## src/inc/afc_params.svh

```systemverilog
// Constants for the automatic flow control block
// Operation
// [RULE1] No pause frame or jam while the transmitter is disabled.
// [RULE2] High threshold bits 23:16 in 64-byte units triggers flow control.
// [RULE3] Full duplex: one pause frame with programmed pause time per high event.
// [RULE4] Half duplex: jam each matching incoming frame for the selected duration.
// [RULE5] Low threshold bits 15:8; falling below it sends zero-time pause.
// [RULE6] Zero pause only if enabled, high was reached and pause was sent.
// [RULE7] Software keeps low threshold below high threshold when enabled.
// [RULE8] Duration code bits 7:4 sets jam length; unused in full duplex.
// [RULE9] Bit 3 jams multicast frames above high level; half duplex only.
// [RULE10] Bit 2 jams broadcast frames above high level; half duplex only.
// [RULE11] Bit 1 jams own-address frames above high level; half duplex only.
// [RULE12] All fields reset to zero; bits 31:24 reserved, read zero.
// [RULE13] Bit 0 acts on any frame, overrides 3:1, jams on preamble, pauses now.
// [RULE14] Jam lengths 5,10,15,25 then 50..600 us; plus 2.2 us at 10 Mb/s.
// [RULE15] Compare FIFO bytes with threshold times 64 each clock; track pause.
`ifndef AFC_PARAMS_SVH
`define AFC_PARAMS_SVH
`define AFC_CONFIG_ADDR  8'h00
`define AFC_HIGH_MSB     23
`define AFC_HIGH_LSB     16
`define AFC_LOW_MSB      15
`define AFC_LOW_LSB      8
`define AFC_DUR_MSB      7
`define AFC_DUR_LSB      4
`define AFC_BIT_MULT     3
`define AFC_BIT_BRD      2
`define AFC_BIT_ADD      1
`define AFC_BIT_ANY      0
`define AUTO_FLOW_CTRL_CONFIG_MASK     32'h00FFFFFF
`define AFC_UNIT_SHIFT   6
`define AFC_CLK_MHZ      100
`define AFC_SLOW_EXTRA_NS 2200
`define AFC_JAM_STEP_US   5
`define AFC_JAM_CODE3_US  25
`define AFC_JAM_LONG_US   50
`define AFC_JAM_LONG_BASE 3
`endif

```

## src/inc/afc_pkg.sv

```systemverilog
// Types shared by the automatic flow control block
package afc_pkg;
    typedef struct packed {
        logic       valid;
        logic       multicast;
        logic       broadcast;
        logic       ownAddr;
    } rx_frame_t;
    typedef struct packed {
        logic       fullDuplex;
        logic       speed100;
        logic       txEnable;
    } link_mode_t;
    typedef enum logic [1:0] { PAUSE_IDLE, PAUSE_HELD } pause_state_t;
endpackage

```

## src/rtl/afc_jam_timer.sv

```systemverilog
// Back pressure duration timer
`timescale 1ns/1ps
`include "afc_params.svh"
module afc_jam_timer #(
    parameter int CNT_W = 17
) (
    // Clock and reset
    input  wire logic       core_clk,
    input  wire logic       rst_n,
    // Control
    input  wire logic       start,
    input  wire logic [3:0] code,
    input  wire logic       speed100,
    input  wire logic       abort,
    // Status
    output logic            busy
);
    logic [CNT_W-1:0] cnt_q;
    logic [CNT_W-1:0] load;
    logic [15:0]      us;

    // Code to microseconds: 5,10,15,25 then 50 us steps
    always_comb begin
        if (code < 4'(`AFC_JAM_LONG_BASE)) begin
            us = 16'(`AFC_JAM_STEP_US * (32'(code) + 1));
        end else if (code == 4'(`AFC_JAM_LONG_BASE)) begin
            us = 16'(`AFC_JAM_CODE3_US);
        end else begin
            us = 16'(`AFC_JAM_LONG_US * (32'(code) - `AFC_JAM_LONG_BASE));
        end
    end
    // Slow link adds a fixed extra span
    assign load = CNT_W'(32'(us) * `AFC_CLK_MHZ
        + (speed100 ? 0 : `AFC_SLOW_EXTRA_NS * `AFC_CLK_MHZ / 1000)); // [RULE14]

    // Down counter; restart wins over a running count
    always_ff @(posedge core_clk) begin
        if (!rst_n || abort) begin
            cnt_q <= '0;
        end else if (start) begin
            cnt_q <= load;
        end else if (cnt_q != '0) begin
            cnt_q <= cnt_q - 1'b1;
        end
    end
    assign busy = (cnt_q != '0);
endmodule // afc_jam_timer

```

## src/rtl/auto_flow_ctrl_config_regs.sv

```systemverilog
// Configuration register for automatic flow control
`timescale 1ns/1ps
`include "afc_params.svh"
module auto_flow_ctrl_config_regs (
    // Clock and reset
    input  wire logic        core_clk,
    input  wire logic        rst_n,
    // Register port
    input  wire logic [7:0]  regAddr,
    input  wire logic [31:0] regWdata,
    input  wire logic        regWr,
    input  wire logic        regRd,
    output logic      [31:0] regRdata,
    // Configuration out
    output logic      [23:0] cfg
);
    logic [23:0] cfg_q;

    // Writable fields; reserved top byte never stored
    always_ff @(posedge core_clk) begin
        if (!rst_n) begin
            cfg_q <= '0; // [RULE12]
        end else if (regWr && regAddr == `AFC_CONFIG_ADDR) begin
            cfg_q <= regWdata[23:0];
        end
    end
    // Read data one cycle later; unmapped reads return zero
    always_ff @(posedge core_clk) begin
        if (!rst_n) begin
            regRdata <= '0;
        end else if (regRd && regAddr == `AFC_CONFIG_ADDR) begin
            regRdata <= {8'h00, cfg_q} & `AUTO_FLOW_CTRL_CONFIG_MASK; // [RULE12]
        end else begin
            regRdata <= '0;
        end
    end
    assign cfg = cfg_q;
endmodule // auto_flow_ctrl_config_regs

```

## src/rtl/auto_flow_control.sv

```systemverilog
// Automatic receive flow control: thresholds, pause requests, jam
`timescale 1ns/1ps
`include "afc_params.svh"
module auto_flow_control #(
    parameter int FILL_W = 14
) (
    // Clock and reset
    input  wire logic                   core_clk,
    input  wire logic                   rst_n,
    // Register port
    input  wire logic [7:0]             regAddr,
    input  wire logic [31:0]            regWdata,
    input  wire logic                   regWr,
    input  wire logic                   regRd,
    output logic      [31:0]            regRdata,
    // Receive side
    input  wire logic [FILL_W-1:0]      rxFifoBytes,
    input  wire logic                   rxPreamble,
    input  wire afc_pkg::rx_frame_t     rxFrame,
    input  wire afc_pkg::link_mode_t    linkMode,
    // Actions toward the MAC
    input  wire logic [15:0]            pause_time_value,
    output logic                        pauseReq,
    output logic      [15:0]            pauseTime,
    output logic                        jamActive,
    output logic                        aboveHigh
);
    import afc_pkg::*;

    logic [23:0]       cfg;
    logic [FILL_W+1:0] hiBytes;
    logic [FILL_W+1:0] loBytes;
    logic [FILL_W+1:0] fillExt;
    logic              reachHigh;
    logic              belowLow;
    logic              anyEn;
    logic              matchEn;
    logic              fd;
    logic              txOn;
    logic              jamStart;
    logic              jamBusy;
    logic              highSeen_q;
    logic              pauseReq_q;
    logic [15:0]       pauseTime_q;
    pause_state_t      state_q;
    logic [3:0]        durCode;

    auto_flow_ctrl_config_regs uRegs (
        .core_clk (core_clk),
        .rst_n    (rst_n),
        .regAddr  (regAddr),
        .regWdata (regWdata),
        .regWr    (regWr),
        .regRd    (regRd),
        .regRdata (regRdata),
        .cfg      (cfg)
    );

    // Thresholds scaled to bytes; widened so 255*64 never wraps
    assign hiBytes = (FILL_W+2)'(cfg[`AFC_HIGH_MSB:`AFC_HIGH_LSB])
        << `AFC_UNIT_SHIFT; // [RULE2] [RULE15]
    assign loBytes = (FILL_W+2)'(cfg[`AFC_LOW_MSB:`AFC_LOW_LSB])
        << `AFC_UNIT_SHIFT; // [RULE5] [RULE15]
    assign fillExt   = (FILL_W+2)'(rxFifoBytes);
    assign reachHigh = fillExt >= hiBytes; // [RULE15]
    assign belowLow  = fillExt < loBytes; // [RULE5]
    assign fd        = linkMode.fullDuplex;
    assign txOn      = linkMode.txEnable;
    assign anyEn     = cfg[`AFC_BIT_ANY];
    // Frame-type enables only count when the any-frame bit is clear
    assign matchEn   = (cfg[`AFC_BIT_MULT] && rxFrame.multicast) // [RULE9]
                    || (cfg[`AFC_BIT_BRD] && rxFrame.broadcast) // [RULE10]
                    || (cfg[`AFC_BIT_ADD] && rxFrame.ownAddr); // [RULE11]
    assign durCode   = cfg[`AFC_DUR_MSB:`AFC_DUR_LSB]; // [RULE8]
    assign aboveHigh = highSeen_q;

    // Level memory: set on high, cleared once fill drops below low
    always_ff @(posedge core_clk) begin
        if (!rst_n) begin
            highSeen_q <= 1'b0;
        end else if (reachHigh) begin
            highSeen_q <= 1'b1; // [RULE15]
        end else if (belowLow) begin
            highSeen_q <= 1'b0;
        end
    end

    // Half duplex jam on preamble (any) or on a matching frame
    assign jamStart = txOn && !fd && highSeen_q
        && (anyEn ? rxPreamble // [RULE13]
                  : (rxFrame.valid && matchEn)); // [RULE4] [RULE1]

    afc_jam_timer uJam (
        .core_clk (core_clk),
        .rst_n    (rst_n),
        .start    (jamStart),
        .code     (durCode),
        .speed100 (linkMode.speed100),
        .abort    (!txOn || fd), // [RULE1] [RULE8]
        .busy     (jamBusy)
    );
    assign jamActive = jamBusy && txOn; // [RULE1]

    // Full duplex pause tracking: one pause per high event, then zero pause
    always_ff @(posedge core_clk) begin
        if (!rst_n) begin
            state_q <= PAUSE_IDLE;
        end else begin
            case (state_q)
                PAUSE_IDLE: begin
                    if (txOn && fd && anyEn && reachHigh) begin
                        state_q <= PAUSE_HELD; // [RULE3] [RULE13]
                    end
                end
                PAUSE_HELD: begin
                    if (belowLow || !txOn) begin
                        state_q <= PAUSE_IDLE; // [RULE6]
                    end
                end
                default: begin
                    state_q <= PAUSE_IDLE;
                end
            endcase
        end
    end

    // Pause request pulse and its pause time
    always_ff @(posedge core_clk) begin
        if (!rst_n) begin
            pauseReq_q  <= 1'b0;
            pauseTime_q <= 16'h0000;
        end else if (state_q == PAUSE_IDLE && txOn && fd && anyEn
                     && reachHigh) begin
            pauseReq_q  <= 1'b1; // [RULE3]
            pauseTime_q <= pause_time_value;
        end else if (state_q == PAUSE_HELD && belowLow && txOn && anyEn) begin
            pauseReq_q  <= 1'b1; // [RULE5] [RULE6]
            pauseTime_q <= 16'h0000;
        end else begin
            pauseReq_q  <= 1'b0;
        end
    end
    assign pauseReq  = pauseReq_q;
    assign pauseTime = pauseTime_q;
endmodule // auto_flow_control

```

## config.mk

```make
export PLATFORM = sky130hd
export DESIGN_NAME = auto_flow_control
export DESIGN_NICKNAME = d
export VERILOG_FILES = /design/src/inc/afc_pkg.sv /design/src/rtl/afc_jam_timer.sv /design/src/rtl/auto_flow_ctrl_config_regs.sv /design/src/rtl/auto_flow_control.sv
export VERILOG_INCLUDE_DIRS = /design/src /design/src/inc
export SDC_FILE = /design/constraint.sdc
export NUM_CORES = 1
export LEC_CHECK = 0
export BUFFER_PORTS_ARGS = -buffer_cell sky130_fd_sc_hd__buf_2
export CAP_MARGIN = 5
export CORE_MARGIN = 2
export CORE_UTILIZATION = 38
export DETAILED_ROUTE_END_ITERATION = 10
export PLACE_DENSITY_LB_ADDON = 0.3
export REMOVE_ABC_BUFFERS = 1
export SYNTH_ARGS = -nofsm -noshare
export SYNTH_HDL_FRONTEND = slang
export SYNTH_SLANG_ARGS = --single-unit
```

## constraint.sdc

```tcl
create_clock -name core_clk -period 8.8 [get_ports core_clk]
set_input_delay 0 -clock core_clk [delete_from_list [all_inputs] [get_ports core_clk]]
set_output_delay 0 -clock core_clk [all_outputs]
set_load 0.03 [all_outputs]
```

# Yosys cells after proc, flatten, opt, wreduce, memory -nomap -nowiden
# Cells that the tools add are included.
# word_totals
reg_bits,93
latch_bits,0
ram_bits,0
romBits,0
wordCells,73
memories,0
# classes
add_sub_neg,4
n_mul,3
n_div,0
n_lt_le_gt_ge,3
eq_ne,4
shifts,0
mux,15
bitwise_logic,0
n_reduce_logical,36
# ops
operator,n
16-bit two-way mux,4
17-bit two-way mux,2
"3-bit by 32-bit multiplier with 16-bit output, first input constant",1
"5-bit by 32-bit multiplier with 15-bit output, first input constant",1
1-bit logical AND,20
17-bit adder,1
17-bit nonzero test,1
"17-bit by 1-bit subtractor with 17-bit output, second input constant",1
"16-bit by 5-bit multiplier with 15-bit output, second input constant",1
14-bit greater-or-equal comparator,1
14-bit less-than comparator,1
8-bit zero test,1
8-bit two-way mux,1
2-bit nonzero test,3
"4-bit by 1-bit adder with 5-bit output, second input constant",1
1-bit logical OR,5
1-bit two-way mux,5
"4-bit by 2-bit subtractor with 5-bit output, second input constant",1
"4-bit by 2-bit == test with 1-bit output, second input constant",1
"4-bit by 2-bit less-than comparator with 1-bit output, second input constant",1
2-bit two-way mux,2
"2-bit != test, second input constant",2
2-bit one-hot mux with 2 select lines,1
2-bit AND reduction,2
other kinds (3),5

# Depth between registers and ports, before layout
# Gate-level depths: netlist (run 1).
# depth
word_depth,7
mapped_depth,26

# Modules after synthesis
# A second synthesis (run 1) with hierarchy kept.
# unflattened
cells_unflattened,696
area_unflattened_um2,6099.6
# modules_own_cells
mod,instances,cells_each,area_per_inst_um2
afc_jam_timer,1,385,3143.0
auto_flow_ctrl_config_regs,1,168,1699.1
auto_flow_control,1,143,1257.5

# Least setup slack after synthesis (run 1)
# OpenSTA, ideal clock, no wires.
# synth_path
path_type,reg2reg
startpoint,"register uRegs.cfg_q[4], in the netlist uRegs.cfg[4]"
endpoint,register uJam.cnt_q[16]
setup_time_ps,79
t_arrival_ps,6374
setup_slack_ps,2347
stages_incl_launch_ff,27
n_path_buf,1
cell_sequence,dfxtp_1 > clkbuf_1 > a21oi_1 > xor2_1 > ha_1 > inv_1 > fa_1 > inv_1 > fa_1 > ha_1 > o21ai_0 > nor2_1 > or3_1 > inv_1 > ha_1 > ha_1 > inv_1 > fa_1 > inv_1 > ha_1 > or4_1 > o22ai_1 > o21ai_0 > xnor3_1 > xnor2_1 > xnor2_1 > a211oi_2
# synth_via
elab_chain_len,7
word_cells_on_any_way,11
cone_classes,add/sub: 3; mul: 3; order compare: 1; eq/ne: 1; mux: 3
# synth_rtl
item,line,text
start: declaration,auto_flow_ctrl_config_regs.sv:17,logic [23:0] cfg_q;
start signal: assignment,auto_flow_ctrl_config_regs.sv:24,cfg_q <= regWdata[23:0];
4-bit by 2-bit subtractor with 5-bit output (no line),-,
5-bit by 32-bit multiplier with 15-bit output (no line),-,
16-bit two-way mux,afc_jam_timer.sv:26,end else if (code == 4'(`AFC_JAM_LONG_BASE)) begin
16-bit two-way mux (*),afc_jam_timer.sv:24,if (code < 4'(`AFC_JAM_LONG_BASE)) begin
16-bit by 5-bit multiplier with 15-bit output (no line) (*),-,
17-bit adder (*),afc_jam_timer.sv:33,assign load = CNT_W'(32'(us) * `AFC_CLK_MHZ
17-bit two-way mux (*),afc_jam_timer.sv:40,end else if (start) begin
end signal: assignment,afc_jam_timer.sv:41,cnt_q <= load;
end signal: assignment,afc_jam_timer.sv:43,cnt_q <= cnt_q - 1'b1;
end: declaration,afc_jam_timer.sv:18,logic [CNT_W-1:0] cnt_q;
# Mark *: on every way between the ends. The rest lies on a longest branch, timed or not.
# A chain may end at the register's enable or synchronous reset.

# Final worst setup path (run 1)
# Same ends and word-level chain as after synthesis.

==> key figures, run 1 <==
Run status
  • Run status: finished, final reports clean

Yosys
  • Sequential-to-total area share from yosys stat: 28.3%
  • Number of flops mapped to enable cells by yosys: 0
  • Syn Std Cell Area: 5950 µm²
  • Count of state elements after synthesis: between 80 and 90
  • Most used flip-flop cell after synthesis: sky130_fd_sc_hd__dfxtp_1
  • YS warnings: 0
  • Post-Syn Instances: around 660
  • Share of flip-flops with an asynchronous set or reset: 0%
  • Synthesized area per cell: approximately 9 µm²
  • Number of different library cells in the post-synthesis netlist: 67

Route
  • Total Routed Length: 13.4 mm
  • Drt initial violations: ~260
  • Number of iterations in the first detailed-routing pass: 4
  • Number of nets still failing antenna checks after routing: 0
  • Detailed-route DRC error count: 0
  • Via count of the routed design: 4923
  • Avg Vias per Cell: 4.81
  • Avg WL per Cell: between 10 and 15 µm

Global route
  • Wire length of the first global-routing pass: between 20 and 25 mm
  • Total routing resource utilization after global routing: 16.2%
  • Leftover overflow at the end of global routing: 0
  • Via count of the first global-routing pass: 4645
  • Maximum number of pins on one net before global-route repair: 48
  • Initial antenna violation count: 0

Cells and area
  • Total inserted antenna cells: 0
  • Number of nets at the end of the flow: just under 1000
  • Post-layout instance count excluding filler cells: 1023
  • Fraction of final layout cells with drive strength greater than 1: 18.3%
  • Area added between synthesis and finish: 22.7%

STA
  • Actual slew at the worst max-slew pin: 1150 ps
  • Skew final: 12.8 ps
  • Setup repair after global routing missed its margin: false
  • Final-report hold violation count: 0
  • Setup TNS: 0 ps
  • Final Setup Violations: 0
  • Minimum clock period after layout: between 7000 and 8000 ps
  • Max Slew Vio Count: 0
  • Max-slew headroom at the worst pin: 22.7%
  • Maximum operating frequency: 143 MHz
  • Share of the clock period used by the worst path: 79.7%

Pwr
  • PwrDens: roughly 200 nW/µm²
  • P_leak: 3.52 nW
  • Worst supply voltage drop on vdd: 0.119 mV

Worst setup path
  • Setup slack of the worst register-to-register path: roughly 1800 ps
  • Path type of the worst setup path: reg -> reg
  • Worst setup startpoint: uRegs.cfg[4]
  • Endpoint of the most critical register-to-register path: uJam.cnt_q[16]
  • Arr. time, crit path: just over 7000 ps
  • Worst setup path endpoint: uJam.cnt_q[16]
  • Critical register-to-register path startpoint: uRegs.cfg[4]
  • Endpoint class of the critical path: flip-flop
  • Maximum fanout along the worst path: 10
  • Worst r2r path cells: 25
  • Startpoint types: flip-flop
  • Required time of the worst setup path: 9050 ps

Placement
  • Detailed placement HPWL: 9.99 mm
  • Number of placed instances with taps included: 966
  • Gp weighted congestion: 0.775
  • Quantity of I/O buffers inserted on ports: approximately 120

Floorplan
  • Initial cell density of the core: 39.0%
  • Rows: between 40 and 50
  • Total I/O pin count: 133
  • Die width: 129 µm
  • Die Footprint: 16700 µm²
  • Core Area: between 15000 and 20000 µm²
  • Die extent in y: 129 µm

CTS
  • Deepest level of the CTS H-tree: 3
  • Cell chosen for the clock root: sky130_fd_sc_hd__clkbuf_16
  • Clock transition at path regs: 70 ps
  • Clock Path Buffers: 2
  • Clock sinks: 84
  • Post-cts repair resize count: 0
  • Clock tree from TritonCTS: yes
  • TritonCTS buffer count: 9
  • Clock latency on the worst-skew pair: 340 ps

Flow run
  • Number of maximum-capacitance constraint violations: 0

Min path
  • Worst hold path type: in -> reg
## cell usage in the layout, fill, tap and decap left out, types with 7 or more instances in the layout
cell                            netlist  final
sky130_fd_sc_hd__a211oi_1            12     12
sky130_fd_sc_hd__a21boi_0            19     19
sky130_fd_sc_hd__a21o_1               9      9
sky130_fd_sc_hd__a21oi_1             30     29
sky130_fd_sc_hd__and2_1              28     28
sky130_fd_sc_hd__buf_2                2    116
sky130_fd_sc_hd__clkbuf_16            0      9
sky130_fd_sc_hd__conb_1               1      8
sky130_fd_sc_hd__dfxtp_1             84     84
sky130_fd_sc_hd__dlygate4sd3_1        0     41
sky130_fd_sc_hd__fa_1                15     15
sky130_fd_sc_hd__ha_1                73     73
sky130_fd_sc_hd__inv_1               65     65
sky130_fd_sc_hd__mux2i_1             25     25
sky130_fd_sc_hd__nand2_1             40     40
sky130_fd_sc_hd__nand3_1              8      8
sky130_fd_sc_hd__nand4_1             17     17
sky130_fd_sc_hd__nor2_1              35     35
sky130_fd_sc_hd__nor2b_1             29     29
sky130_fd_sc_hd__nor4_1               7      7
sky130_fd_sc_hd__o21ai_0             15     15
sky130_fd_sc_hd__xnor2_1             22     22
sky130_fd_sc_hd__xor2_1              22     22
## repair_timing
| item | in CTS | in global routing |
|---|---|---|
| hold buffers | 41 | 0 |
| endpoints found under the hold margin | 41 | 0 |
| setup buffers | 0 | 0 |
## how the worst min path moves through the flow
| stage | slack, ps | depth (start not counted) | startpoint | endpoint |
|---|---|---|---|---|
| floorplan | 110 | 2 | rst_n | state_q[0] |
| global placement | 250 | 3 | regWdata[15] | uRegs.cfg[15] |
| detailed placement | 260 | 3 | pause_time_value[8] | pauseTime[8] |
| CTS | 100 | 4 | rxFifoBytes[11] | aboveHigh |
| global route | 160 | 4 | rxFifoBytes[11] | aboveHigh |
| finish | 110 | 4 | rxFifoBytes[11] | aboveHigh |
## logic make-up after synthesis
family,share of synthesized area [%]
other,0.0630
AO/OA/AOI/OAI,13.6
XOR/XNOR,6.86
multiplexers,4.21
flip-flops,28.3
adder cells (fa/ha/maj),20.4
buffers and inverters,7.87
AND/OR/NAND/NOR,18.7
## cells in the mapped netlist (all sizes together) (20+ instances only)
| cell | number | area (µm²) |
|---|---|---|
| mux2i | 25 | 250 |
| dfxtp | 84 | 1680 |
| xor2 | 22 | 193 |
| nor2 | 35 | 131 |
| inv | 65 | 244 |
| nor2b | 29 | 181 |
| nand2 | 40 | 150 |
| clkbuf | 20 | 116 |
| xnor2 | 22 | 193 |
| a21oi | 30 | 150 |
| ha | 73 | 913 |
| and2 | 30 | 189 |
## power by group
part           switching [W]  internal, W  total [W]
clock               0.000157     0.000192   0.000349
combinational       0.000377     0.000291   0.000668
sequential         0.0000307     0.000413   0.000443
## state kept, by name, summed over array words and instances, names as in the netlist
name,flops
uRegs.cfg,24
uRegs.regRdata,24
uJam.cnt_q,17
pauseTime,16
aboveHigh,1
pauseReq,1
state_q,1
## through the flow
stage          util [%]  area (µm²)  hold slack [ps]  setup slack (ps)  total power [W]
3_3_place_gp       43.4        6620              253              1850          0.00110
6_report           47.8        7300              114              1780          0.00146
4_1_cts            47.8        7300              105              1750          0.00147
2_1_floorplan         -        5750              109              2360         0.000969
3_5_place_dp       43.4        6620              259              1790          0.00110
5_1_grt            47.8        7300              156              1300          0.00159
## metal layers
metal	vias to the layer above	wire length [µm]	share of wire (%)	track usage (%)
li1	2561	-	-	-
met4	0	155	1.2	4.09
met1	2261	6290	47	21.6
met5	-	0	0	0
met2	88	6420	48	26.5
met3	13	546	4.1	3.76
## worst max-delay path, cell delays in order (launching register included)
cell and delay, ps:
sky130_fd_sc_hd__dfxtp_1 410, sky130_fd_sc_hd__a21oi_1 320, sky130_fd_sc_hd__xor2_1 360, sky130_fd_sc_hd__ha_1 210, sky130_fd_sc_hd__inv_1 50, sky130_fd_sc_hd__fa_1 480, sky130_fd_sc_hd__inv_1 50, sky130_fd_sc_hd__fa_1 450
sky130_fd_sc_hd__ha_1 340, sky130_fd_sc_hd__o21ai_0 110, sky130_fd_sc_hd__nor2_1 140, sky130_fd_sc_hd__or3_1 440, sky130_fd_sc_hd__inv_1 110, sky130_fd_sc_hd__ha_1 240, sky130_fd_sc_hd__ha_1 280, sky130_fd_sc_hd__inv_1 50
sky130_fd_sc_hd__fa_1 520, sky130_fd_sc_hd__inv_1 40, sky130_fd_sc_hd__ha_1 210, sky130_fd_sc_hd__or4_1 520, sky130_fd_sc_hd__o22ai_1 430, sky130_fd_sc_hd__o21ai_0 220, sky130_fd_sc_hd__xnor3_1 380, sky130_fd_sc_hd__xnor2_1 250
sky130_fd_sc_hd__xnor2_1 130, sky130_fd_sc_hd__a211oi_2 210
## final cells by class
| class | count | area, µm² |
|---|---|---|
| clock buffer | 11 | 233 |
| clock inverter | 5 | 36.3 |
| fill | 1453 | 7960 |
| inverter | 65 | 244 |
| multi-input combinational | 487 | 3830 |
| sequential | 84 | 1680 |
| tap | 211 | 264 |
| timing repair buffer | 160 | 1010 |
No activity file was read; power rests on OpenSTA's default activity.
==> run 2: changes to the inputs <==
--- a/config.mk
+++ b/config.mk
@@ -6,6 +6,7 @@
 export SDC_FILE = /design/constraint.sdc
 export NUM_CORES = 1
 export LEC_CHECK = 0
+export ABC_AREA = 1
 export BUFFER_PORTS_ARGS = -buffer_cell sky130_fd_sc_hd__buf_2
 export CAP_MARGIN = 5
 export CORE_MARGIN = 2
==> constraint.sdc (replaced) <==
create_clock -name core_clk -period 6.7 [get_ports core_clk]
set_input_delay 0 -clock core_clk [delete_from_list [all_inputs] [get_ports core_clk]]
set_output_delay 0 -clock core_clk [all_outputs]
set_load 0.03 [all_outputs]
==> key figures, run 2 <==
Yosys
  • Most used flip-flop cell after synthesis: sky130_fd_sc_hd__dfxtp_1
  • Proportion of synthesized area in mux cells: 0.175% (-4.0 points)
  • Most common cell in the netlist: sky130_fd_sc_hd__inv_1
  • Synthesized-area fraction occupied by xor and xnor cells: 4.59% (-2.3 points)
  • YS warnings: 0 (unchanged)
  • Synth cell count leaders: sky130_fd_sc_hd__inv_1 (112), sky130_fd_sc_hd__nand2_1 (111), sky130_fd_sc_hd__dfxtp_1 (84)
  • Count of state elements after synthesis: 84 (unchanged)
  • Synthesized area per cell: 7.64 µm² (-15%)
  • Share of flip-flops with an asynchronous set or reset: 0% (unchanged)
  • Simple-gate share of the synthesized area: 22.2% (+3.5 points)
  • Area leader, netlist: sky130_fd_sc_hd__dfxtp_1
  • Dominant combinational cell family by area after synthesis: simple AND/OR/NAND/NOR gates
  • Post-Syn Instances: 749 (+13%)
  • Synth Area in Adders: 21.2% (+0.80 points)
  • Number of flops mapped to enable cells by yosys: 0 (unchanged)
  • Fraction of post-synthesis cell area in the top cell type by area: 29.4% (+1.1 points)
  • Number of different library cells in the post-synthesis netlist: 42 (-37%)
  • Share of the synthesized area in compound gates (AO/OA/AOI/OAI): 12.5% (-1.1 points)
  • Sequential-to-total area share from yosys stat: 29.4% (+1.1 points)
  • Cell types occupying the most area after synthesis: sky130_fd_sc_hd__dfxtp_1 (29%), sky130_fd_sc_hd__ha_1 (16%), sky130_fd_sc_hd__inv_1 (7.3%), sky130_fd_sc_hd__nand2_1 (7.3%), sky130_fd_sc_hd__a21oi_1 (6.3%)
  • Syn Std Cell Area: 5720 µm² (-3.8%)

STA
  • Final Setup Violations: 0 (unchanged)
  • Max Slew Vio Count: 0 (unchanged)
  • Max-slew headroom at the worst pin: 32.6% (+10 points)
  • Setup TNS: 0 ps (unchanged)
  • Share of the clock period used by the worst path: 91.7% (+12 points)
  • Maximum operating frequency: 163 MHz (+14%)
  • Worst hold-check slack: 1.06 ps (-113 ps)
  • Actual slew at the worst max-slew pin: 1010 ps (-145 ps)
  • Final-report hold violation count: 0 (unchanged)
  • Setup repair after global routing missed its margin: false
  • Minimum clock period after layout: 6140 ps (-872 ps)
  • Worst setup margin: 555 ps (-1230 ps)
  • Skew final: 12.6 ps (-0.220 ps)

CTS
  • TritonCTS buffer count: 9 (unchanged)
  • Post-CTS Setup Bufs: 0 (unchanged)
  • Clock transition at path regs: 60 ps (about the same)
  • Clock tree from TritonCTS: yes
  • Clock Path Buffers: 2 (unchanged)
  • Post-cts repair resize count: 0 (unchanged)
  • Clock sinks: 84 (unchanged)
  • Deepest level of the CTS H-tree: 3 (unchanged)
  • Clock latency on the worst-skew pair: 340 ps (about the same)
  • Cell chosen for the clock root: sky130_fd_sc_hd__clkbuf_16

Global route
  • Maximum number of pins on one net before global-route repair: 49 (+2.1%)
  • Wire length of the first global-routing pass: 21.9 mm (-0.84%)
  • Initial antenna violation count: 0 (unchanged)
  • Total routing resource utilization after global routing: 16.5% (+0.32 points)
  • Via count of the first global-routing pass: 4792 (+3.2%)
  • Leftover overflow at the end of global routing: 0 (unchanged)

Cells and area
  • Most common cell after layout, fill and taps aside: sky130_fd_sc_hd__buf_2
  • Commonest cells after routing, fill and taps aside: sky130_fd_sc_hd__buf_2 (116), sky130_fd_sc_hd__inv_1 (112), sky130_fd_sc_hd__nand2_1 (111), sky130_fd_sc_hd__dfxtp_1 (84), sky130_fd_sc_hd__ha_1 (73)
  • Total inserted antenna cells: 0 (unchanged)
  • Fraction of final layout cells with drive strength greater than 1: 18.1% (-0.25 points)
  • Final non-filler cell area: 7140 µm² (-2.2%)
  • Area added between synthesis and finish: 24.7%
  • Filler instances: 1434 (-1.3%)
  • Number of nets at the end of the flow: 1071 (+9.6%)

Route
  • Total Routed Length: 12.9 mm (-3.8%)
  • Drt initial violations: 272 (+6.7%)
  • Detailed-route DRC error count: 0 (unchanged)
  • Via count of the routed design: 5110 (+3.8%)
  • Avg WL per Cell: 11.8 µm (-9.7%)
  • Number of iterations in the first detailed-routing pass: 4 (unchanged)
  • Number of nets still failing antenna checks after routing: 0 (unchanged)
  • Avg Vias per Cell: 4.69 (-2.6%)

Pwr
  • Share of total power in sequential cells: 30.0% (-0.4 points)
  • Switch share: 41.0% (+2.3 points)
  • PwrDens: 273 nW/µm² (+36%)
  • Total chip power: 0.00195 W (+33%)
  • P_leak: 3.49 nW (-1.1%)
  • Fraction of power consumed by the clock network: 24.5% (+0.6 points)
  • Internal Dissipation: 0.00115 W (+28%)
  • Combinational share of power: 45.5% (-0.2 points)
  • Switching power summed over all nets: 0.000798 W (+41%)
  • Worst supply voltage drop on vdd: 0.221 mV (+86%)

Min path
  • Worst hold stages: 3 (-1)
  • Worst hold path type: in -> reg
  • Start point of the worst min-delay path: regWdata[22]

Flow run
  • Number of maximum-capacitance constraint violations: 0 (unchanged)

Worst setup path
  • Maximum fanout along the worst path: 6 (-4)
  • Arr. time, crit path: 6380 ps (-890 ps)
  • Required time of the worst setup path: 6930 ps (-2120 ps)
  • Startpoint types: flip-flop
  • Endpoint class of the critical path: flip-flop
  • Worst r2r path cells: 31 (+24%)
  • Most numerous cell on the critical path: sky130_fd_sc_hd__ha_1
  • Worst setup startpoint: uRegs.cfg[4]
  • Critical register-to-register path startpoint: uRegs.cfg[4]
  • Delay of the slowest critical-path stage: 520 ps (about the same)
  • Cell with the biggest individual delay on the critical path: sky130_fd_sc_hd__fa_1
  • Path type of the worst setup path: reg -> reg

Floorplan
  • Die Footprint: 16100 µm² (-3.6%)
  • Die width: 127 µm (-1.8%)
  • Die extent in y: 127 µm (-1.8%)
  • Rows: 44 (-2.2%)
  • Core Area: 14600 µm² (-4.0%)
  • Initial cell density of the core: 39.1% (+0.11 points)
  • Total I/O pin count: 133 (unchanged)

Placement
  • Placed cell areas: 6450 µm² (-2.5%)
  • Quantity of I/O buffers inserted on ports: 116 (unchanged)
  • Pre-CTS worst setup slack: 556 ps (-1240 ps)
  • Detailed placement HPWL: 9.75 mm (-2.4%)
  • Gp weighted congestion: 0.825 (+6.4%)

Run status
  • Run status: finished, final reports clean
run 2: cell types whose count changed in the layout (fill, tap and decap cells not counted), sizes merged, moves of 10 or more:
| cell | change |
|---|---|
| mux2i | -24 |
| nor2 | +33 |
| xnor2 | -10 |
| nor2b | -29 |
| a21oi | +42 |
| and2 | -28 |
| a21boi | -16 |
| nand3 | +46 |
| o21ai | +23 |
| nand2 | +80 |
| inv | +52 |
run 2: layout make-up:
| type | count | area [µm²] | share of cell area [%] |
|---|---|---|---|
| Timing Repair Buffer | 158 | 996 | 13.9 |
| Inverter | 118 | 443 | 6.20 |
| Tap cell | 184 | 230 | 3.22 |
| Sequential cell | 84 | 1680 | 23.5 |
| Multi-Input combinational cell | 530 | 3500 | 49.1 |
| Clock inverter | 6 | 47.5 | 0.666 |
| Clock buffer | 10 | 239 | 3.35 |
run 2: worst max-delay path: cells and delay by family, from the launching register on:
family | cells | cell delay, ps
and+or+nand+nor | 14 | 1570
xor gates and xnor gates | 1 | 240
AOI/OAI and AO/OA | 1 | 130
adders and majority gates | 9 | 3230
buffers and inverters | 6 | 390
DFF | 1 | 450
run 2: cells by family (layout without fill, tap and decap cells):
kind of cell / count (synthesis) / in the layout
and+or+nand+nor: 271 / 271
adders and majority gates: 88 / 88
muxes: 1 / 1
other: 1 / 8
AOI/OAI and AO/OA: 132 / 132
buffers and inverters: 142 / 292
DFF: 84 / 84
xor gates and xnor gates: 30 / 30
run 2: what timing repair did:
item,in CTS,in global routing
hold buffers,40,0
setup endpoints to repair,0,0
hold endpoints to repair,40,0
run 2: routing by layer:
layer / vias to the layer above / track usage (%) / part of all wire, %
met4: 0 / 5.24 / 1.9
met3: 18 / 4.39 / 4.4
met1: 2261 / 20.7 / 46
met5: - / 0 / 0
met2: 98 / 27.7 / 48
li1: 2733 / - / -
run 2: final timing paths:
| check | slack (ps) | endpoint |
|---|---|---|
| hold reg to reg | 460 | uRegs.regRdata[3] |
| hold / removal | 1 | uRegs.cfg[22] |
| setup reg to reg | 560 | uJam.cnt_q[16] |
| setup / recovery | 560 | uJam.cnt_q[16] |
run 2: metrics by stage:
| step | std cells | util (%) |
|---|---|---|
| 2_1_floorplan | 732 | - |
| 3_3_place_gp | 1034 | 44.1 |
| 3_5_place_dp | 1034 | 44.1 |
| 4_1_cts | 1090 | 48.8 |
| 5_1_grt | 1090 | 48.8 |
| 6_report | 1090 | 48.8 |
run 2: power by group through the flow:
stage	Sequential (W)	Clock [W]	Combinational [W]
after floorplan	0.000588	0	0.000678
after global placement	0.000595	0	0.000852
after detailed placement	0.000596	0	0.000860
after CTS	0.000584	0.000489	0.000883
after global routing	0.000592	0.000513	0.00102
final	0.000585	0.000477	0.000885
